$ cat src/design/pin_mux_pkg.sv
// constants for the shared add-bus / line-clock pin multiplexer
package pin_mux_pkg;
  // ****************************************
  // register map
  // ****************************************
  localparam logic [15:0] line_drive_control_ch1_addr = 16'h2f80;
  localparam logic [15:0] io_control_ch8_addr         = 16'h9f01;
  localparam logic [7:0]  line_drive_control_ch1_rst  = 8'h00;
  localparam logic [7:0]  io_control_ch8_rst          = 8'h00;
  localparam logic [7:0]  unmapped_read_value         = 8'h00;
  // ****************************************
  // field positions
  // ****************************************
  localparam int general_output_bit     = 1;
  localparam int line_clock_edge_select = 1;
  // ****************************************
  // positions in the synchroniser vector
  // ****************************************
  localparam int pin_count = 5;
  localparam int idx_ch0_pin   = 0;
  localparam int idx_ch0_clock = 1;
  localparam int idx_ch1_pin   = 2;
  localparam int idx_ch1_clock = 3;
  localparam int idx_line_data = 4;
endpackage

$ cat src/design/shared_add_bus_line_pin_mux.sv
// shared add-bus pins: ch0 top bit or line clock 8, ch1 low bit or gpo
//
// Summary of operation
// - channel 0 bus on: capture shared bit on add-bus clock 0 falling edge.
// - channel 0 shared pin is bit 7, the byte's top bit.
// - channel 0 bus off: the pin is the channel 8 recovered line clock.
// - line clock mode samples channel 8 data on the falling edge by default.
// - DS3/E3: clock-invert bit 1 of io control set selects rising edge.
// - STS-1 line mode always samples on the falling edge.
// - channel 1 bus on: pin is bit 0, captured on add-bus clock 1 fall.
// - channel 1 bus off: pin drives bit 1 of the line drive register.
`timescale 1ns/1ps
module shared_add_bus_line_pin_mux #(
  parameter int addr_width = 16
) (
  // clock and reset
  input  wire logic                  clk,
  input  wire logic                  srst,
  // mode selection
  input  wire logic                  ch0_bus_enable,
  input  wire logic                  ch1_bus_enable,
  input  wire logic                  line_mode_sts1,
  // register port
  input  wire logic [addr_width-1:0] reg_addr,
  input  wire logic                  reg_wr,
  input  wire logic [7:0]            reg_wdata,
  output logic      [7:0]            reg_rdata,
  // channel 0 shared pin and its clock
  input  wire logic                  add_bus_ch0_bit_top,
  output logic                       add_bus_ch0_bit_top_value,
  output logic                       add_bus_ch0_bit_top_oe,
  input  wire logic                  add_bus_ch0_clock,
  // channel 1 shared pin and its clock
  input  wire logic                  add_bus_ch1_bit_low,
  output logic                       general_output_ch1,
  output logic                       add_bus_ch1_bit_low_oe,
  input  wire logic                  add_bus_ch1_clock,
  // channel 8 line data
  input  wire logic                  line_data_in_ch8,
  // captured bits
  output logic                       ch0_top_bit,
  output logic                       ch0_top_strobe,
  output logic                       ch1_low_bit,
  output logic                       ch1_low_strobe,
  output logic                       line_data_ch8,
  output logic                       line_data_ch8_strobe
);
  if (addr_width < 16) begin : g_bad
    $error("addr_width must be at least 16");
  end

  // ****************************************
  // state
  // ****************************************
  typedef struct packed {
    logic [pin_mux_pkg::pin_count-1:0] sync1;
    logic [pin_mux_pkg::pin_count-1:0] sync2;
    logic [pin_mux_pkg::pin_count-1:0] prev;
    logic [7:0] line_drive_control_ch1;
    logic [7:0] io_control_ch8;
    logic [7:0] rdata;
    logic       ch0_bit;
    logic       ch0_stb;
    logic       ch1_bit;
    logic       ch1_stb;
    logic       line_bit;
    logic       line_stb;
  } state_type;

  state_type state_q;
  state_type state_d;

  logic [pin_mux_pkg::pin_count-1:0] pins_in;
  logic [pin_mux_pkg::pin_count-1:0] rise;
  logic [pin_mux_pkg::pin_count-1:0] fall;
  logic [15:0]                       addr16;
  logic                              use_rising;

  assign pins_in = {line_data_in_ch8, add_bus_ch1_clock, add_bus_ch1_bit_low,
                    add_bus_ch0_clock, add_bus_ch0_bit_top};
  assign addr16  = reg_addr[15:0];
  // edges only from the second stage, never the first
  assign rise = state_q.sync2 & ~state_q.prev;
  assign fall = ~state_q.sync2 & state_q.prev;
  // the invert bit is ignored in STS-1 mode
  assign use_rising =
    state_q.io_control_ch8[pin_mux_pkg::line_clock_edge_select]
    & ~line_mode_sts1;

  // ****************************************
  // next state
  // ****************************************
  always_comb begin
    state_d          = state_q;
    state_d.sync1    = pins_in;
    state_d.sync2    = state_q.sync1;
    state_d.prev     = state_q.sync2;
    state_d.ch0_stb  = 1'b0;
    state_d.ch1_stb  = 1'b0;
    state_d.line_stb = 1'b0;
    if (ch0_bus_enable) begin
      if (fall[pin_mux_pkg::idx_ch0_clock]) begin
        state_d.ch0_bit = state_q.sync2[pin_mux_pkg::idx_ch0_pin];
        state_d.ch0_stb = 1'b1;
      end
    end else begin
      // pin now carries the recovered line clock
      if (use_rising ? rise[pin_mux_pkg::idx_ch0_pin]
                     : fall[pin_mux_pkg::idx_ch0_pin]) begin
        state_d.line_bit = state_q.sync2[pin_mux_pkg::idx_line_data];
        state_d.line_stb = 1'b1;
      end
    end
    if (ch1_bus_enable && fall[pin_mux_pkg::idx_ch1_clock]) begin
      state_d.ch1_bit = state_q.sync2[pin_mux_pkg::idx_ch1_pin];
      state_d.ch1_stb = 1'b1;
    end
    if (reg_wr) begin
      unique case (addr16)
        pin_mux_pkg::line_drive_control_ch1_addr:
          state_d.line_drive_control_ch1 = reg_wdata;
        pin_mux_pkg::io_control_ch8_addr:
          state_d.io_control_ch8 = reg_wdata;
        default: ;
      endcase
    end
    unique case (addr16)
      pin_mux_pkg::line_drive_control_ch1_addr:
        state_d.rdata = state_q.line_drive_control_ch1;
      pin_mux_pkg::io_control_ch8_addr:
        state_d.rdata = state_q.io_control_ch8;
      default:
        state_d.rdata = pin_mux_pkg::unmapped_read_value;
    endcase
  end

  always_ff @(posedge clk) begin
    if (srst) begin
      state_q <= '0;
      // synchronisers keep running through reset, so that no false edge
      // appears on release whatever the idle level of a pin
      state_q.sync1 <= state_d.sync1;
      state_q.sync2 <= state_d.sync2;
      state_q.prev  <= state_d.prev;
      state_q.line_drive_control_ch1 <=
        pin_mux_pkg::line_drive_control_ch1_rst;
      state_q.io_control_ch8         <= pin_mux_pkg::io_control_ch8_rst;
    end else begin
      state_q <= state_d;
    end
  end

  // ****************************************
  // outputs
  // ****************************************
  // channel 0 pin is only ever an input here; line clock is an input too
  assign add_bus_ch0_bit_top_value = 1'b0;
  assign add_bus_ch0_bit_top_oe    = 1'b0;
  assign general_output_ch1 =
    state_q.line_drive_control_ch1[pin_mux_pkg::general_output_bit];
  assign add_bus_ch1_bit_low_oe = ~ch1_bus_enable;
  assign reg_rdata            = state_q.rdata;
  assign ch0_top_bit          = state_q.ch0_bit;
  assign ch0_top_strobe       = state_q.ch0_stb;
  assign ch1_low_bit          = state_q.ch1_bit;
  assign ch1_low_strobe       = state_q.ch1_stb;
  assign line_data_ch8        = state_q.line_bit;
  assign line_data_ch8_strobe = state_q.line_stb;
endmodule // shared_add_bus_line_pin_mux

$ cat config.mk
export PLATFORM = sky130hd
export DESIGN_NAME = shared_add_bus_line_pin_mux
export DESIGN_NICKNAME = d
export VERILOG_FILES = /design/src/design/pin_mux_pkg.sv /design/src/design/shared_add_bus_line_pin_mux.sv
export SDC_FILE = /design/constraint.sdc
export NUM_CORES = 1
export LEC_CHECK = 0
export ABC_AREA = 1
export BUFFER_PORTS_ARGS = -buffer_cell sky130_fd_sc_hd__buf_2
export CORE_MARGIN = 3
export CORE_UTILIZATION = 58
export CTS_BUF_LIST = sky130_fd_sc_hd__clkbuf_4 sky130_fd_sc_hd__clkbuf_8
export DETAILED_ROUTE_END_ITERATION = 6
export PLACE_DENSITY = 0.87
export SETUP_SLACK_MARGIN = 0.1
export SLEW_MARGIN = 20
export SYNTH_ARGS = -nofsm -noshare
export SYNTH_HDL_FRONTEND = slang
export SYNTH_SLANG_ARGS = --single-unit
$ cat constraint.sdc
create_clock -name clk -period 2.64 [get_ports clk]
set_clock_uncertainty 0.2 [all_clocks]
set_input_delay 0.528 -clock clk [delete_from_list [all_inputs] [get_ports clk]]
set_output_delay 0.528 -clock clk [all_outputs]
set_load 0.02 [all_outputs]
# == Yosys cells after proc, flatten, opt, wreduce, memory -nomap -nowiden ==
# Cells that the tools add are included.
# totals
out_inout_bits,18
n_memories,0
elab_cells,34
latch_bits,0
regBits,44
mem_bits_rw,0
romBits,0
# classes
reduce_logical,7
div,0
muxes,5
bitwise_logic,8
shift,0
add_sub_neg,0
magnitude_cmp,0
n_eq_ne,2
n_mul,0
# ops
op,count
16-bit by 14-bit equality test with 1-bit output (second input constant),1
16-bit equality test (second input constant),1
8-bit case mux with 2 select lines,1
2-bit AND reduction,4
4-bit AND,1
1-bit two-way mux,4
1-bit NOT,4
4-bit NOT,1
2-bit OR reduction,2
1-bit AND,2
1-bit logical AND,1

# == Longest topological paths before layout ==
# logic_depth
word_depth,4
ltp_mapped,8

# == Worst setup path after synthesis ==
# OpenSTA, ideal clock, no wires.
# synth_timing
path_kind,in2reg
from,in reg_addr[5]
to,reg state_q[14] (netlist bit)
required_time_ps,2330
arrival_time_ps,1242
path_slack_ps,1088
setup_time_ps,110
path_stages,7
path_cell_list,nor2_1 nand2_2 nor2_8 buf_6 nand4_1 nand2_1 nor2_1
# synth_via
elab_chain_len,2
# synth_lines
item,line_no,rtl
from (decl),shared_add_bus_line_pin_mux.sv:24,"input wire logic [addr_width-1:0] reg_addr,"
16-bit equality test,shared_add_bus_line_pin_mux.sv:119,unique case (addr16)
2-bit AND reduction (no source line),--,
to (signal assigned),shared_add_bus_line_pin_mux.sv:149,state_q <= state_d;
to (decl),shared_add_bus_line_pin_mux.sv:70,state_type state_q;
# No other way between the ends.
# A chain may end at the register's enable or synchronous reset.

# == Final worst setup path ==
# layout_timing
from,reg state_q (netlist bit general_output_ch1)
to,out general_output_ch1
# layout_rtl
item,line_no,rtl
to (decl),shared_add_bus_line_pin_mux.sv:35,"output logic general_output_ch1,"
# No word-level cell between the ends.

==> impl_table.tex <==
\begin{tabular}{lr}
\hline
Metric & Value \\
\hline
\multicolumn{2}{l}{\textbf{Run status}} \\
Result of the run & finished clean \\
\multicolumn{2}{l}{\textbf{Synth}} \\
Number of register bits inferred by synthesis & 43 \\
Synthesized instance count & 250 \\
Synthesis Warnings & 0 \\
Synth Area per Inst & around 7.7 um2 \\
Netlist cell types & 24 \\
Mapped cell area & 1920 um2 \\
Sequential fraction of the synthesis area & 0.449 \\
\multicolumn{2}{l}{\textbf{Detailed routing}} \\
Wire length per cell after detailed routing & 10.3 um \\
Pre-antenna DRT Iters & 4 \\
Wire length after detailed routing & between 3 and 4 mm \\
Post-detailed-route DRC marker count & 0 \\
ANT nets after route & 0 \\
Post-DR vias/cell & 4.75 \\
Number of design-rule violations left by the first detailed-router iteration & 77 \\
Overall via count from detail\_route & roughly 1600 \\
\multicolumn{2}{l}{\textbf{Setup path}} \\
Kind of end point of the critical path & output pin \\
Cell type of the slowest stage on the worst timing path & dfxtp\_1 \\
Crit-path leading delay family & flip-flops \\
Maximum fanout along the worst path & 3 \\
Largest stage delay on the critical path & 0.37 ns \\
Required time of the critical path & 1.91 ns \\
Number of buffer and inverter instances along the worst setup path & 1 \\
Startpoint type of the worst setup path & flop \\
Crit Path Class & flop to output pin \\
Crit path arrival time & 0.91 ns \\
Critical Path, Cell by Cell & buf\_2 \\
\multicolumn{2}{l}{\textbf{CTS}} \\
Cell at the root of the clock tree & clkbuf\_4 \\
TritonCTS buffer count & 5 \\
Number of H-tree levels & 2 \\
Quantity of gates resized following cts & 0 \\
Clk\_lat worst skew & 0.37 ns \\
Clk slew on worst S/H paths & 0.12 ns \\
TritonCTS clock tree & built \\
CTS sink count & between 40 and 50 \\
Post-CTS Setup Bufs & 0 \\
CTS max path bufs & 2 \\
CTS Hold Bufs & 0 \\
\multicolumn{2}{l}{\textbf{STA}} \\
RSZ-0062 raised after global routing & false \\
Number of max-slew violations in the final report & 0 \\
Total of endpoints with negative setup slack in the final report & 0 \\
Share of the cycle needed by the critical path after routing & 0.621 \\
Number of failing hold endpoints at the final stage & 0 \\
Clock period minus worst slack & 1.64 ns \\
Peak clock frequency supported by timing & about 610 MHz \\
Total negative setup slack & 0 ns \\
\multicolumn{2}{l}{\textbf{Power and ir drop}} \\
Overall power & 0.00108 W \\
Static power due to leakage & about 1.1 nW \\
Power density over the cells & 503 nW/um2 \\
Worst-case vdd ir drop & 0.345 mV \\
\multicolumn{2}{l}{\textbf{GRT}} \\
Wire length of the first global-routing pass & 6.02 mm \\
GR Util All Layers & 0.191 \\
Maximum number of pins on one net before global-route repair & 19 \\
Via count of the first global-routing pass & 1409 \\
GR Overflow Total & 0 \\
Antenna violations before repair & 0 \\
\multicolumn{2}{l}{\textbf{Floorplanning}} \\
\# rows & 20 \\
Chip Width & approximately 64 um \\
Area of the die & between 4000 and 5000 um2 \\
Placeable core region & 3100 um2 \\
Number of top-level pins & 53 \\
Die Y-Extent & between 60 and 70 um \\
Starting density of the core & 0.619 \\
\multicolumn{2}{l}{\textbf{Final layout}} \\
Layout filler cell count & 282 \\
Area growth from synthesis to layout & 11.5\% \\
Net count of the finished layout & between 300 and 400 \\
Commonest cells after routing, fill and taps aside & buf\_2, nand2\_1, dfxtp\_1, inv\_1, nor2\_1 \\
Ant. Diodes & 0 \\
Fraction of final layout cells sized beyond drive strength 1 & 0.292 \\
Most frequent standard cell in the layout excluding fill and tap cells & buf\_2 \\
\multicolumn{2}{l}{\textbf{Flow run}} \\
Max-capacitance violation count & 0 \\
\multicolumn{2}{l}{\textbf{Placed design}} \\
Final Wtd Congestion & 0.789 \\
Post-DP HPWL & 2.52 mm \\
Count of port buffers added during placement & 50 \\
\multicolumn{2}{l}{\textbf{Min path}} \\
Path class of the lowest-slack min-delay path & input pin to flop \\
\hline
\end{tabular}
report_power, final:
| part | switching, W | internal, W |
|---|---|---|
| Sequential | 0.00000450 | 0.000662 |
| Clock | 0.000209 | 0.000113 |
| Combinational | 0.0000547 | 0.0000330 |
state kept, by name, indices dropped and copies added (netlist names):
register              flops
ch0_top_bit               1
ch0_top_strobe            1
ch1_low_bit               1
ch1_low_strobe            1
general_output_ch1        1
line_data_ch8             1
line_data_ch8_strobe      1
reg_rdata                 8
state_d                  10
state_q                  18
Yosys cell counts:
master / n / area, um2
nor2_8: 3 / 60.1
nand2_2: 3 / 18.8
nand3_1: 16 / 80.1
a21oi_2: 2 / 17.5
o21ai_1: 2 / 10.0
nand3b_1: 1 / 7.51
clkbuf_1: 2 / 7.51
inv_1: 41 / 154
a21oi_1: 7 / 35.0
nor2_2: 1 / 6.26
nand3_2: 4 / 40.0
buf_2: 1 / 5.00
conb_1: 1 / 3.75
buf_12: 1 / 20.0
buf_4: 10 / 75.1
buf_1: 1 / 3.75
inv_2: 11 / 41.3
nand2_1: 45 / 169
buf_6: 3 / 33.8
dfxtp_1: 43 / 861
nand4_1: 16 / 100
nor2_1: 33 / 124
nand3_4: 2 / 35.0
nor2_4: 1 / 11.3
final timing paths:
check	start	end	slack [ns]	depth (start not counted)
worst min-delay path	add_bus_ch0_clock	state_d[36]	0.06	1
worst max-delay path	general_output_ch1	general_output_ch1	1.0	1
worst max register to register	state_q[15]	line_data_ch8	1.47	6
worst min register to register	state_d[35]	state_d[30]	0.13	0
cells by family (layout without fill, tap and decap cells):
logic type      count (synthesis)  count (layout)  share of synthesized area
other cells                     1               2                    0.00195
simple gates                  125             125                      0.340
buf+inv                        70             110                      0.177
compound gates                 11              11                     0.0326
flops                          43              43                      0.449
per-stage QoR:
stage               utilization  instance area, um2  hold slack [ns]  instances  setup WS (ns)
finish                    0.690                2140           0.0567        335           1.00
global route              0.690                2140           0.0327        335          0.943
CTS                       0.690                2140           0.0442        335          0.987
detailed placement        0.671                2080            0.113        327          0.820
global placement          0.671                2080            0.110        327          0.840
floorplan                     -                1920            0.110        251           1.09
layout make-up:
class	instances	area, um2	share of cell area
flip-flops and latches	43	861	0.402
multi-input cells	138	722	0.337
inverters	52	195	0.0912
clock inverters	2	12.5	0.00584
well taps	44	55.1	0.0257
clock buffers	6	45.0	0.0210
repair buffers	50	250	0.117
per-layer routing:
| layer | vias up | GRT usage | wire length (um) |
|---|---|---|---|
| li1 | 831 | - | - |
| met1 | 707 | 0.224 | 1390 |
| met2 | 44 | 0.314 | 1760 |
| met3 | 10 | 0.0660 | 222 |
| met4 | 0 | 0.0863 | 73 |
| met5 | - | 0 | 0 |
Note: power is estimated with default switching activity, not from simulation.
